File: config.mk
export PLATFORM = sky130hd
export DESIGN_NAME = rx_output_port
export DESIGN_NICKNAME = d
export VERILOG_FILES = /design/src/hdl/rx_port_pkg.sv /design/src/hdl/pattern_checker.sv /design/src/hdl/rx_output_port.sv
export SDC_FILE = /design/constraint.sdc
export NUM_CORES = 1
export LEC_CHECK = 0
export BUFFER_PORTS_ARGS = -buffer_cell sky130_fd_sc_hd__buf_4
export CORE_ASPECT_RATIO = 1.25
export CORE_MARGIN = 2
export CORE_UTILIZATION = 33
export CTS_BUF_LIST = sky130_fd_sc_hd__clkbuf_4
export CTS_CLUSTER_DIAMETER = 100
export CTS_CLUSTER_SIZE = 28
export DETAILED_ROUTE_END_ITERATION = 10
export PLACE_DENSITY = 0.58
export SYNTH_ARGS = -nofsm -noshare
export SYNTH_HDL_FRONTEND = slang
export SYNTH_SLANG_ARGS = --single-unit
File: constraint.sdc
create_clock -name aclk -period 3.7 [get_ports aclk]
set_input_delay 0.74 -clock aclk [delete_from_list [all_inputs] [get_ports aclk]]
set_output_delay 0.74 -clock aclk [all_outputs]
set_load 0.02 [all_outputs]
File: src/hdl/rx_port_pkg.sv
// constants and state types for the receive output port
package rx_port_pkg;
	// clock and timing
	localparam int CLK_PERIOD_NS = 100;
	localparam int TRAIN_PERIOD_NS = 800;
	localparam int TRAIN_PERIOD_CYCLES = TRAIN_PERIOD_NS / CLK_PERIOD_NS;
	localparam logic [3:0] TRAIN_NOMINAL = 4'(TRAIN_PERIOD_CYCLES);
	localparam logic [3:0] TRAIN_TOL = 4'h1;
	localparam logic [3:0] TRAIN_CNT_MAX = 4'hF;
	localparam logic [2:0] CHAR_LAST = 3'h7;
	localparam logic [2:0] CHAR_HALF = 3'h3;
	localparam logic [2:0] RECLK_RISE = 3'h1;
	localparam logic [2:0] RECLK_FALL = 3'h5;
	// register byte offsets
	localparam logic [7:0] OFS_CTRL = 8'h00;
	localparam logic [7:0] OFS_STATUS = 8'h04;
	localparam logic [7:0] OFS_INT_STATUS = 8'h08;
	localparam logic [7:0] OFS_INT_MASK = 8'h0C;
	// control register fields
	localparam int CTRL_RATE = 0;
	localparam int CTRL_TEST_LO = 1;
	localparam int CTRL_ROE1 = 3;
	localparam int CTRL_ROE2 = 4;
	// status register fields
	localparam int STAT_PD = 0;
	localparam int STAT_RANGE = 1;
	localparam int STAT_CHK_LO = 2;
	// interrupt bits
	localparam int INT_CHK_ERR = 0;
	localparam int INT_CHK_PASS = 1;
	localparam int INT_RANGE_LOST = 2;
	localparam int INT_PD_CHANGE = 3;
	// reset values and the checker test field code
	localparam logic [1:0] TEST_FIELD_RESET = 2'h0;
	localparam logic [1:0] TEST_FIELD_CHECK = 2'h2;
	localparam logic [3:0] INT_MASK_RESET = 4'h0;
	localparam logic ROE_RESET = 1'b1;
	// checker status codes on the low character bits, last pattern value, bus response codes
	localparam logic [1:0] CHK_GOOD = 2'h0;
	localparam logic [1:0] CHK_BAD = 2'h1;
	localparam logic [1:0] CHK_IDLE = 2'h3;
	localparam logic [9:0] PATTERN_LAST = 10'h3FF;
	localparam logic [1:0] RESP_OKAY = 2'h0;
	localparam logic [1:0] RESP_SLVERR = 2'h2;

	typedef enum logic [1:0] {
		WR_IDLE = 2'b01,
		WR_RESP = 2'b10
	} wr_state_t;

	typedef struct packed {
		logic [9:0] expected;
		logic [1:0] code;
		logic pin;
		logic err_pulse;
		logic pass_pulse;
	} checker_state_t;

	typedef struct packed {
		logic [2:0] div_cnt;
		logic rx_clk_p;
		logic rx_clk_n;
		logic reclk;
		logic [9:0] char_out;
		logic status_pin;
		logic pd_flag;
		logic rate_sel;
		logic [1:0] test_field;
		logic roe1;
		logic roe2;
		logic [3:0] int_status;
		logic [3:0] int_mask;
		logic irq;
		logic trg_s1;
		logic trg_s2;
		logic trg_s3;
		logic trg_stable;
		logic [3:0] trg_cnt;
		logic range_ok;
		wr_state_t wr_state;
		logic awready;
		logic wready;
		logic aw_got;
		logic w_got;
		logic [7:0] awaddr;
		logic [31:0] wdata;
		logic [3:0] wstrb;
		logic bvalid;
		logic [1:0] bresp;
		logic arready;
		logic rvalid;
		logic [31:0] rdata;
		logic [1:0] rresp;
	} port_state_t;
endpackage : rx_port_pkg

File: src/hdl/pattern_checker.sv
// character pattern checker feeding status onto the output port
`timescale 1ns/1ps
module pattern_checker (
	input wire logic aclk, // system clock
	input wire logic aresetn, // synchronous reset, active low
	input wire logic enable, // checker running
	input wire logic tick, // one pulse per character
	input wire logic [9:0] char_in, // received character
	output logic [1:0] code, // status code for low bits
	output logic pin, // end of pattern reached
	output logic err_pulse, // mismatch seen
	output logic pass_pulse // full pattern seen
);
	rx_port_pkg::checker_state_t s;
	rx_port_pkg::checker_state_t next_s;

	always_comb begin
		next_s = s;
		next_s.err_pulse = 1'b0;
		next_s.pass_pulse = 1'b0;
		if (!enable) begin
			next_s.expected = 10'h000;
			next_s.code = rx_port_pkg::CHK_IDLE;
			next_s.pin = 1'b0;
		end else if (tick) begin
			if (char_in == s.expected) begin
				next_s.code = rx_port_pkg::CHK_GOOD;
				next_s.expected = s.expected + 10'h001;
				next_s.pin = (s.expected == rx_port_pkg::PATTERN_LAST);
				next_s.pass_pulse = (s.expected == rx_port_pkg::PATTERN_LAST);
			end else begin
				// resync on the received value so one error is not counted forever
				next_s.code = rx_port_pkg::CHK_BAD;
				next_s.expected = char_in + 10'h001;
				next_s.pin = 1'b0;
				next_s.err_pulse = 1'b1;
			end
		end
	end

	always_ff @(posedge aclk) begin
		if (!aresetn) begin
			s <= '{expected: 10'h000, code: rx_port_pkg::CHK_IDLE, pin: 1'b0,
				err_pulse: 1'b0, pass_pulse: 1'b0};
		end else begin
			s <= next_s;
		end
	end

	assign code = s.code;
	assign pin = s.pin;
	assign err_pulse = s.err_pulse;
	assign pass_pulse = s.pass_pulse;
endmodule : pattern_checker

File: src/hdl/rx_output_port.sv
// receive output port: character clocking, checker status, reclock clock, register slave
//
// Register access over AXI4-Lite and the register addresses are this design's own decisions.
`timescale 1ns/1ps
// Operation
// - full rate: data change on true rising
// - half rate: clock halves, data both edges
// - checker on: status on bits 1:0
// - status pin valid only for field 10
// - power-down flag when both enables zero
// - training clock is frequency detector reference
// - receive clock continuous, rate by select
// - reclock clock at char clock, not rate scaled
// - reset initialises all state
// - reset leaves test controller alone
module rx_output_port (
	input wire logic aclk, // system clock, 10 MHz
	input wire logic aresetn, // synchronous reset, active low
	input wire logic [9:0] rx_char_in, // recovered character, aclk domain
	input wire logic training_reference_clock, // training clock pin, asynchronous
	input wire logic [7:0] s_axi_awaddr, // write address
	input wire logic s_axi_awvalid, // write address valid
	output logic s_axi_awready, // write address ready
	input wire logic [31:0] s_axi_wdata, // write data
	input wire logic [3:0] s_axi_wstrb, // write strobes
	input wire logic s_axi_wvalid, // write data valid
	output logic s_axi_wready, // write data ready
	output logic [1:0] s_axi_bresp, // write response
	output logic s_axi_bvalid, // write response valid
	input wire logic s_axi_bready, // write response ready
	input wire logic [7:0] s_axi_araddr, // read address
	input wire logic s_axi_arvalid, // read address valid
	output logic s_axi_arready, // read address ready
	output logic [31:0] s_axi_rdata, // read data
	output logic [1:0] s_axi_rresp, // read response
	output logic s_axi_rvalid, // read data valid
	input wire logic s_axi_rready, // read data ready
	output logic [9:0] rx_char_out, // parallel character output
	output logic recovered_output_clock_p, // receive clock, true
	output logic recovered_output_clock_n, // receive clock, complement
	output logic checker_status_pin, // checker status pin
	output logic reclock_powered_down_flag, // reclocker powered down
	output logic reclocker_clock_out, // reclocker clock
	output logic irq // level interrupt
);
	rx_port_pkg::port_state_t s;
	rx_port_pkg::port_state_t next_s;

	logic chk_enable;
	logic char_tick;
	logic [1:0] chk_code;
	logic chk_pin;
	logic chk_err;
	logic chk_pass;

	assign chk_enable = (s.test_field == rx_port_pkg::TEST_FIELD_CHECK);
	// one character per divider wrap
	assign char_tick = (s.div_cnt == rx_port_pkg::CHAR_LAST);

	pattern_checker i_pattern_checker (
		.aclk(aclk),
		.aresetn(aresetn),
		.enable(chk_enable),
		.tick(char_tick),
		.char_in(rx_char_in),
		.code(chk_code),
		.pin(chk_pin),
		.err_pulse(chk_err),
		.pass_pulse(chk_pass)
	);

	always_comb begin
		logic trg_rise;
		logic [3:0] period;
		logic range_now;
		logic pd_now;
		logic [3:0] events;
		logic [3:0] clr;
		logic wr_ok;
		logic [31:0] rd;
		logic [1:0] rresp;
		trg_rise = 1'b0;
		period = 4'h0;
		range_now = 1'b0;
		pd_now = 1'b0;
		events = 4'h0;
		clr = 4'h0;
		wr_ok = 1'b0;
		rd = 32'h0000_0000;
		rresp = rx_port_pkg::RESP_OKAY;
		next_s = s;

		// character divider runs free so the receive clock never stops
		next_s.div_cnt = s.div_cnt + 3'h1;

		if (s.rate_sel == 1'b0) begin
			// rising true edge with new data
			// toggle, not set: a late switch from half rate must still give an edge
			if (char_tick) begin
				next_s.rx_clk_p = !s.rx_clk_p;
				next_s.rx_clk_n = s.rx_clk_p;
			end else if (s.div_cnt == rx_port_pkg::CHAR_HALF) begin
				next_s.rx_clk_p = 1'b0;
				next_s.rx_clk_n = 1'b1;
			end
		end else begin
			if (char_tick) begin
				next_s.rx_clk_p = !s.rx_clk_p;
				next_s.rx_clk_n = s.rx_clk_p;
			end
		end

		// characters move with the clock edge
		if (char_tick) begin
			if (chk_enable) begin
				// status in low bits, upper bits zero
				next_s.char_out = {8'h00, chk_code};
			end else begin
				next_s.char_out = rx_char_in;
			end
		end
		// pin carries status only for field 10
		next_s.status_pin = chk_enable ? chk_pin : 1'b0;

		// both enables off powers reclocker down
		pd_now = !s.roe1 && !s.roe2;
		next_s.pd_flag = pd_now;

		// reclock clock at character rate
		// offset phase: same as receive clock at full rate, twice it at half rate
		if (pd_now) begin
			next_s.reclk = 1'b0;
		end else if (s.div_cnt == rx_port_pkg::RECLK_RISE) begin
			next_s.reclk = 1'b1;
		end else if (s.div_cnt == rx_port_pkg::RECLK_FALL) begin
			next_s.reclk = 1'b0;
		end

		// training clock: three stages, change taken once stages two and three agree
		next_s.trg_s1 = training_reference_clock;
		next_s.trg_s2 = s.trg_s1;
		next_s.trg_s3 = s.trg_s2;
		if (s.trg_s2 == s.trg_s3) begin
			next_s.trg_stable = s.trg_s3;
			trg_rise = s.trg_s3 && !s.trg_stable;
		end

		period = s.trg_cnt + 4'h1;
		if (trg_rise) begin
			next_s.trg_cnt = 4'h0;
			if (period >= rx_port_pkg::TRAIN_NOMINAL) begin
				range_now = (period - rx_port_pkg::TRAIN_NOMINAL) <= rx_port_pkg::TRAIN_TOL;
			end else begin
				range_now = (rx_port_pkg::TRAIN_NOMINAL - period) <= rx_port_pkg::TRAIN_TOL;
			end
			next_s.range_ok = range_now;
		end else if (s.trg_cnt == rx_port_pkg::TRAIN_CNT_MAX) begin
			// stalled reference reads as out of range
			next_s.range_ok = 1'b0;
		end else begin
			next_s.trg_cnt = period;
		end

		events[rx_port_pkg::INT_CHK_ERR] = chk_err;
		events[rx_port_pkg::INT_CHK_PASS] = chk_pass;
		events[rx_port_pkg::INT_RANGE_LOST] = s.range_ok && !next_s.range_ok;
		events[rx_port_pkg::INT_PD_CHANGE] = pd_now != s.pd_flag;

		// write channel: address and data taken in either order
		if (s.awready && s_axi_awvalid) begin
			next_s.awready = 1'b0;
			next_s.aw_got = 1'b1;
			next_s.awaddr = s_axi_awaddr;
		end
		if (s.wready && s_axi_wvalid) begin
			next_s.wready = 1'b0;
			next_s.w_got = 1'b1;
			next_s.wdata = s_axi_wdata;
			next_s.wstrb = s_axi_wstrb;
		end
		case (s.wr_state)
			rx_port_pkg::WR_IDLE: begin
				if (s.aw_got && s.w_got) begin
					wr_ok = 1'b1;
					next_s.bvalid = 1'b1;
					next_s.wr_state = rx_port_pkg::WR_RESP;
					next_s.bresp = rx_port_pkg::RESP_OKAY;
					case (s.awaddr)
						rx_port_pkg::OFS_CTRL: begin
							if (s.wstrb[0]) begin
								next_s.rate_sel = s.wdata[rx_port_pkg::CTRL_RATE];
								next_s.test_field = s.wdata[rx_port_pkg::CTRL_TEST_LO +: 2];
								next_s.roe1 = s.wdata[rx_port_pkg::CTRL_ROE1];
								next_s.roe2 = s.wdata[rx_port_pkg::CTRL_ROE2];
							end
						end
						rx_port_pkg::OFS_STATUS: begin
						end
						rx_port_pkg::OFS_INT_STATUS: begin
							if (s.wstrb[0]) begin
								clr = s.wdata[3:0];
							end
						end
						rx_port_pkg::OFS_INT_MASK: begin
							if (s.wstrb[0]) begin
								next_s.int_mask = s.wdata[3:0];
							end
						end
						default: begin
							next_s.bresp = rx_port_pkg::RESP_SLVERR;
						end
					endcase
				end
			end
			rx_port_pkg::WR_RESP: begin
				if (s_axi_bready) begin
					next_s.bvalid = 1'b0;
					next_s.aw_got = 1'b0;
					next_s.w_got = 1'b0;
					next_s.awready = 1'b1;
					next_s.wready = 1'b1;
					next_s.wr_state = rx_port_pkg::WR_IDLE;
				end
			end
			default: begin
				next_s.wr_state = rx_port_pkg::WR_IDLE;
			end
		endcase

		// sticky status: a new event wins over a same-cycle clear
		next_s.int_status = (s.int_status & ~(wr_ok ? clr : 4'h0)) | events;
		next_s.irq = |(next_s.int_status & next_s.int_mask);

		// read channel, one read at a time
		// address decoded live; the master holds it until taken
		case (s_axi_araddr)
			rx_port_pkg::OFS_CTRL: begin
				rd[rx_port_pkg::CTRL_RATE] = s.rate_sel;
				rd[rx_port_pkg::CTRL_TEST_LO +: 2] = s.test_field;
				rd[rx_port_pkg::CTRL_ROE1] = s.roe1;
				rd[rx_port_pkg::CTRL_ROE2] = s.roe2;
			end
			rx_port_pkg::OFS_STATUS: begin
				rd[rx_port_pkg::STAT_PD] = s.pd_flag;
				rd[rx_port_pkg::STAT_RANGE] = s.range_ok;
				rd[rx_port_pkg::STAT_CHK_LO +: 3] = {chk_pin, chk_code};
			end
			rx_port_pkg::OFS_INT_STATUS: begin
				rd[3:0] = s.int_status;
			end
			rx_port_pkg::OFS_INT_MASK: begin
				rd[3:0] = s.int_mask;
			end
			default: begin
				rresp = rx_port_pkg::RESP_SLVERR;
			end
		endcase
		if (s.arready && s_axi_arvalid) begin
			next_s.arready = 1'b0;
			next_s.rvalid = 1'b1;
			next_s.rdata = rd;
			next_s.rresp = rresp;
		end else if (s.rvalid && s_axi_rready) begin
			next_s.rvalid = 1'b0;
			next_s.arready = 1'b1;
		end
	end

	// no test controller state lives here
	always_ff @(posedge aclk) begin
		if (!aresetn) begin
			s <= '{
				// character path and clocks
				div_cnt: 3'h0,
				rx_clk_p: 1'b0,
				rx_clk_n: 1'b1,
				reclk: 1'b0,
				char_out: 10'h000,
				status_pin: 1'b0,
				pd_flag: 1'b0,
				// configuration, enables on so the reclocker starts powered
				rate_sel: 1'b0,
				test_field: rx_port_pkg::TEST_FIELD_RESET,
				roe1: rx_port_pkg::ROE_RESET,
				roe2: rx_port_pkg::ROE_RESET,
				// interrupts
				int_status: 4'h0,
				int_mask: rx_port_pkg::INT_MASK_RESET,
				irq: 1'b0,
				// training reference
				trg_s1: 1'b0,
				trg_s2: 1'b0,
				trg_s3: 1'b0,
				trg_stable: 1'b0,
				trg_cnt: 4'h0,
				range_ok: 1'b0,
				// write channel
				wr_state: rx_port_pkg::WR_IDLE,
				awready: 1'b1,
				wready: 1'b1,
				aw_got: 1'b0,
				w_got: 1'b0,
				awaddr: 8'h00,
				wdata: 32'h0000_0000,
				wstrb: 4'h0,
				bvalid: 1'b0,
				bresp: 2'h0,
				// read channel
				arready: 1'b1,
				rvalid: 1'b0,
				rdata: 32'h0000_0000,
				rresp: 2'h0
			};
		end else begin
			s <= next_s;
		end
	end

	assign s_axi_awready = s.awready;
	assign s_axi_wready = s.wready;
	assign s_axi_bresp = s.bresp;
	assign s_axi_bvalid = s.bvalid;
	assign s_axi_arready = s.arready;
	assign s_axi_rdata = s.rdata;
	assign s_axi_rresp = s.rresp;
	assign s_axi_rvalid = s.rvalid;
	assign rx_char_out = s.char_out;
	assign recovered_output_clock_p = s.rx_clk_p;
	assign recovered_output_clock_n = s.rx_clk_n;
	assign checker_status_pin = s.status_pin;
	assign reclock_powered_down_flag = s.pd_flag;
	assign reclocker_clock_out = s.reclk;
	assign irq = s.irq;
endmodule : rx_output_port

==> summary by stage <==
Global route
Summed over all layers, the global routing overflow is 0. The all-layer global routing usage is 13.5%. The wire length of the first global-routing pass is 13800 µm. The pin count of the biggest net entering global routing is 31.

The initial antenna violation count is 0. The via count of the first global-routing pass came to 2933.

Cells and area
Cells fill 38.8% of the core in the end. The number of nets in the layout is 566. The post-route standard cell area excluding fillers is 4530 µm². Fill cells in the final layout number 1197. The area growth from synthesis to layout is 14.7%. The post-route netlist has 18.7% of its cells at a drive strength greater than 1. 0 antenna diodes ended up in the layout.

Synth
The register area share after synthesis is 43.6%. The number of standard cells after synthesis is 447. The number of warnings reported in the yosys synthesis log is 0. The post-synthesis instance area is 3950 µm².

The async set-reset flop share out of synthesis is 0%. The main flop type after synthesis is sky130_fd_sc_hd__dfxtp_1. Synthesis inferred 86 register bits.

The mean cell area of the mapped netlist is 8.83 µm². The synthesized design contains 0 enable-type register cells. The count of unique library cells instantiated by Yosys is 45.

Power and ir drop
The fraction of power consumed by sequential logic is 53.7%. Across the VDD grid, the largest voltage drop is 0.209 mV. The relative contribution of combinational cells to total power is 9.9%. The analysis attributes to net switching a power of 0.446 mW. The clock network power share is 36.3%. For this design the ratio of total power to cell area is 399 nW/µm². The internal power of the cells totals 1.36 mW.

The switching part of the total power is 24.7%. The analysis attributes to cell leakage a power of 1.88 nW.

Route
The remaining antenna violation count is 0. The routed layout has 3023 vias. After detailed routing, the number of remaining DRC violations is 0. The first TritonRoute pass finished after 4 iterations. Using the TritonRoute via totals, the vias-per-cell ratio works out to 4.63. In the final routed layout, each cell accounts on average for 12.9 µm. The routed design has 8410 µm of wire.

The number of violations reported at the end of detailed-routing iteration 0 is 107.

Floorplanning
Measured along the y axis, the die boundary spans 126 µm. The I/O pin count is 127. Row generation in the floorplan step produced 44 rows. For this configuration, the core starts out at a cell density of 33.8%. The die span in x is 102 µm.

The core footprint is 11700 µm². The total die area is 12900 µm².

Worst setup path
The required time at the endpoint of the critical path is 4.09 ns. The peak per-stage delay on the critical path is 0.45 ns. Walking the worst path, the cells encountered are ha_1 -> ha_1 -> buf_4 -> nand2_1 -> nor4_1 -> a21o_1. The worst reg2reg path depth is 6. Among the stages of the critical path, the cell type that occurs most often is sky130_fd_sc_hd__ha_1.

Data arrives at the worst endpoint at 2.44 ns. For this design, the slowest cell found on the critical path is sky130_fd_sc_hd__ha_1. By startpoint and endpoint, the worst setup path is classified as reg -> reg. The nature of the critical path endpoint is a flip-flop. The peak fanout along the critical path is 22. The worst setup path is launched from a flip-flop.

STA
Hold timing on the final database bottoms out at a slack of 0.450 ns. The max-slew violation total from the final report is 0. The worst clock skew is 0.0120 ns.

Setup repair after global routing left no endpoint under its margin. Setup violations remaining at the end of the flow were counted as 0. The time the final worst path needs with I/O delays and setup is 2.05 ns. The final critical path takes up 55.3% of the cycle. Setup total negative slack on the finished layout was measured at 0 ns. The number of hold violations in the final report came to 0. The fmax is 0.489 GHz.

Place
The detailed placer's ending HPWL is 6300 µm. In this run the tool buffered the top-level ports with 67 buffer cells. In this run the cell area measured after placement is 4350 µm².

The final weighted congestion of routability-driven global placement is 0.760.

CTS
Clock-pin slew was measured on the worst setup and hold paths at 0.14 ns. For this design, the CTS-stage hold fixing added 0 buffers. The CTS tree is done. The clock root buffer is sky130_fd_sc_hd__clkbuf_4. The deepest level of the CTS H-tree is 3. After clock tree synthesis, the setup repair step added 0 buffers. The clock reaches the later pin of the worst-skew pair after 0.43 ns. In this run the deepest clock path goes through 2 buffers. The post-cts gate resize count is 0.

Buffers inserted during clock tree synthesis total 9. The clock net in this run drives a total of 86 sinks.

Min path
The worst hold path belongs to the class reg -> reg. The hold path depth is 1.

Status
The flow ran to the end, and the final reports show no timing, DRC or antenna violations.

Run
The reported max-cap violation count is 0.
critical path: cells and delay by family (launching register included):
kind | cells | cell delay [ns]
fa+ha+maj | 2 | 0.66
simple gates | 2 | 0.49
flops | 1 | 0.41
buf+inv | 1 | 0.33
compound gates | 1 | 0.12
path summary, 6_finish.rpt:
check,startpoint,to,slack [ns]
max,s[127]$_SDFF_PN0_,i_pattern_checker.pin$_SDFFE_PN0P_,1.65
min,next_s[96]$_SDFF_PN0_,next_s[95]$_SDFF_PN0_,0.45
max reg2reg,s[127]$_SDFF_PN0_,i_pattern_checker.pin$_SDFFE_PN0P_,1.65
min reg2reg,next_s[96]$_SDFF_PN0_,next_s[95]$_SDFF_PN0_,0.45
cells in the mapped netlist (2+ instances only):
| master | number | area share [%] |
|---|---|---|
| sky130_fd_sc_hd__a22oi_1 | 5 | 0.95 |
| sky130_fd_sc_hd__xnor2_1 | 8 | 1.8 |
| sky130_fd_sc_hd__and2_1 | 6 | 0.95 |
| sky130_fd_sc_hd__o21ai_0 | 11 | 1.4 |
| sky130_fd_sc_hd__inv_1 | 11 | 1.0 |
| sky130_fd_sc_hd__nand3b_1 | 4 | 0.76 |
| sky130_fd_sc_hd__clkbuf_1 | 19 | 1.8 |
| sky130_fd_sc_hd__nor4_1 | 5 | 0.79 |
| sky130_fd_sc_hd__ha_1 | 9 | 2.9 |
| sky130_fd_sc_hd__nand2b_1 | 6 | 0.95 |
| sky130_fd_sc_hd__mux4_2 | 4 | 2.3 |
| sky130_fd_sc_hd__nor2b_1 | 10 | 1.6 |
| sky130_fd_sc_hd__a311oi_1 | 2 | 0.44 |
| sky130_fd_sc_hd__nand4_1 | 4 | 0.63 |
| sky130_fd_sc_hd__a21o_1 | 2 | 0.38 |
| sky130_fd_sc_hd__o211ai_1 | 2 | 0.38 |
| sky130_fd_sc_hd__dfxtp_1 | 86 | 44 |
| sky130_fd_sc_hd__a211oi_1 | 9 | 1.7 |
| sky130_fd_sc_hd__buf_4 | 46 | 8.7 |
| sky130_fd_sc_hd__buf_1 | 3 | 0.29 |
| sky130_fd_sc_hd__and3_1 | 5 | 0.79 |
| sky130_fd_sc_hd__o22ai_1 | 3 | 0.48 |
| sky130_fd_sc_hd__mux2i_1 | 8 | 2.0 |
| sky130_fd_sc_hd__and3b_1 | 2 | 0.44 |
| sky130_fd_sc_hd__a21oi_1 | 32 | 4.1 |
| sky130_fd_sc_hd__xor2_1 | 14 | 3.1 |
| sky130_fd_sc_hd__nor2_1 | 37 | 3.5 |
| sky130_fd_sc_hd__nand2_1 | 42 | 4.0 |
| sky130_fd_sc_hd__nand3_1 | 32 | 4.1 |
| sky130_fd_sc_hd__a21boi_0 | 5 | 0.95 |
flip-flops by register name, indices dropped and copies added (netlist names), 2 cells and up:
signal / count
s_axi_rdata: 5
i_pattern_checker.code: 2
s: 41
rx_char_out: 10
next_s: 2
i_pattern_checker.s: 10
logic make-up (layout without fill, tap and decap cells):
logic type	count (synthesis)	count (layout)	synth area share (%)
AO/OA/AOI/OAI	77	77	12.0
XOR/XNOR	22	22	4.88
adder cells (fa/ha/maj)	9	9	2.85
buffers and inverters	80	97	12.0
flip-flops	86	86	43.6
multiplexers	12	12	4.31
other	1	29	0.0950
AND/OR/NAND/NOR	160	160	20.3
cells in the final DEF (no fill, tap or decap), types with 3 or more instances in the layout:
cell type                    n
sky130_fd_sc_hd__nor4_1      5
sky130_fd_sc_hd__nand3_1    32
sky130_fd_sc_hd__o21ai_0    11
sky130_fd_sc_hd__bufinv_16   3
sky130_fd_sc_hd__nand4_1     4
sky130_fd_sc_hd__xor2_1     14
sky130_fd_sc_hd__a21oi_1    32
sky130_fd_sc_hd__a22oi_1     5
sky130_fd_sc_hd__nand2_1    42
sky130_fd_sc_hd__and3_1      5
sky130_fd_sc_hd__mux2i_1     8
sky130_fd_sc_hd__mux4_2      4
sky130_fd_sc_hd__ha_1        9
sky130_fd_sc_hd__a211oi_1    9
sky130_fd_sc_hd__buf_4      70
sky130_fd_sc_hd__nand2b_1    6
sky130_fd_sc_hd__clkbuf_4    9
sky130_fd_sc_hd__xnor2_1     8
sky130_fd_sc_hd__and2_1      6
sky130_fd_sc_hd__nor2_1     37
sky130_fd_sc_hd__dfxtp_1    86
sky130_fd_sc_hd__o22ai_1     3
sky130_fd_sc_hd__conb_1     29
sky130_fd_sc_hd__nor2b_1    10
sky130_fd_sc_hd__nand3b_1    4
sky130_fd_sc_hd__inv_1      11
sky130_fd_sc_hd__a21boi_0    5
area by class of cell:
type	instances	area (µm²)	share of cell area, %
Clock inverter	7	113	2.49
Tap cell	161	201	4.45
Clock buffer	9	67.6	1.49
Timing Repair Buffer	70	526	11.6
Inverter	11	41.3	0.912
Sequential cell	86	1720	38.0
Multi-Input combinational cell	309	1860	41.0
stage by stage:
| stage | setup slack, ns | instances | total power, mW |
|---|---|---|---|
| final | 1.65 | 653 | 1.81 |
| after global routing | 1.42 | 653 | 1.89 |
| after CTS | 1.61 | 653 | 1.83 |
| after detailed placement | 1.47 | 637 | 1.17 |
| after global placement | 1.52 | 637 | 1.17 |
| after floorplan | 1.87 | 475 | 1.13 |
per-layer routing:
metal / up-vias / global-route usage [%] / wire length [µm]
li1: 1532 / - / -
met1: 1407 / 16.0 / 3600
met2: 72 / 23.5 / 4250
met3: 12 / 2.31 / 396
met4: 0 / 6.04 / 159
met5: - / 0 / 0
power groups by stage:
stage          registers, mW  clock network (mW)  logic [mW]
3_5_place_dp           0.993                   0       0.181
4_1_cts                0.972               0.678       0.182
3_3_place_gp           0.991                   0       0.177
6_report               0.972               0.657       0.180
2_1_floorplan          0.991                   0       0.138
5_1_grt                0.977               0.713       0.201
No activity file was read; power rests on OpenSTA's default activity.
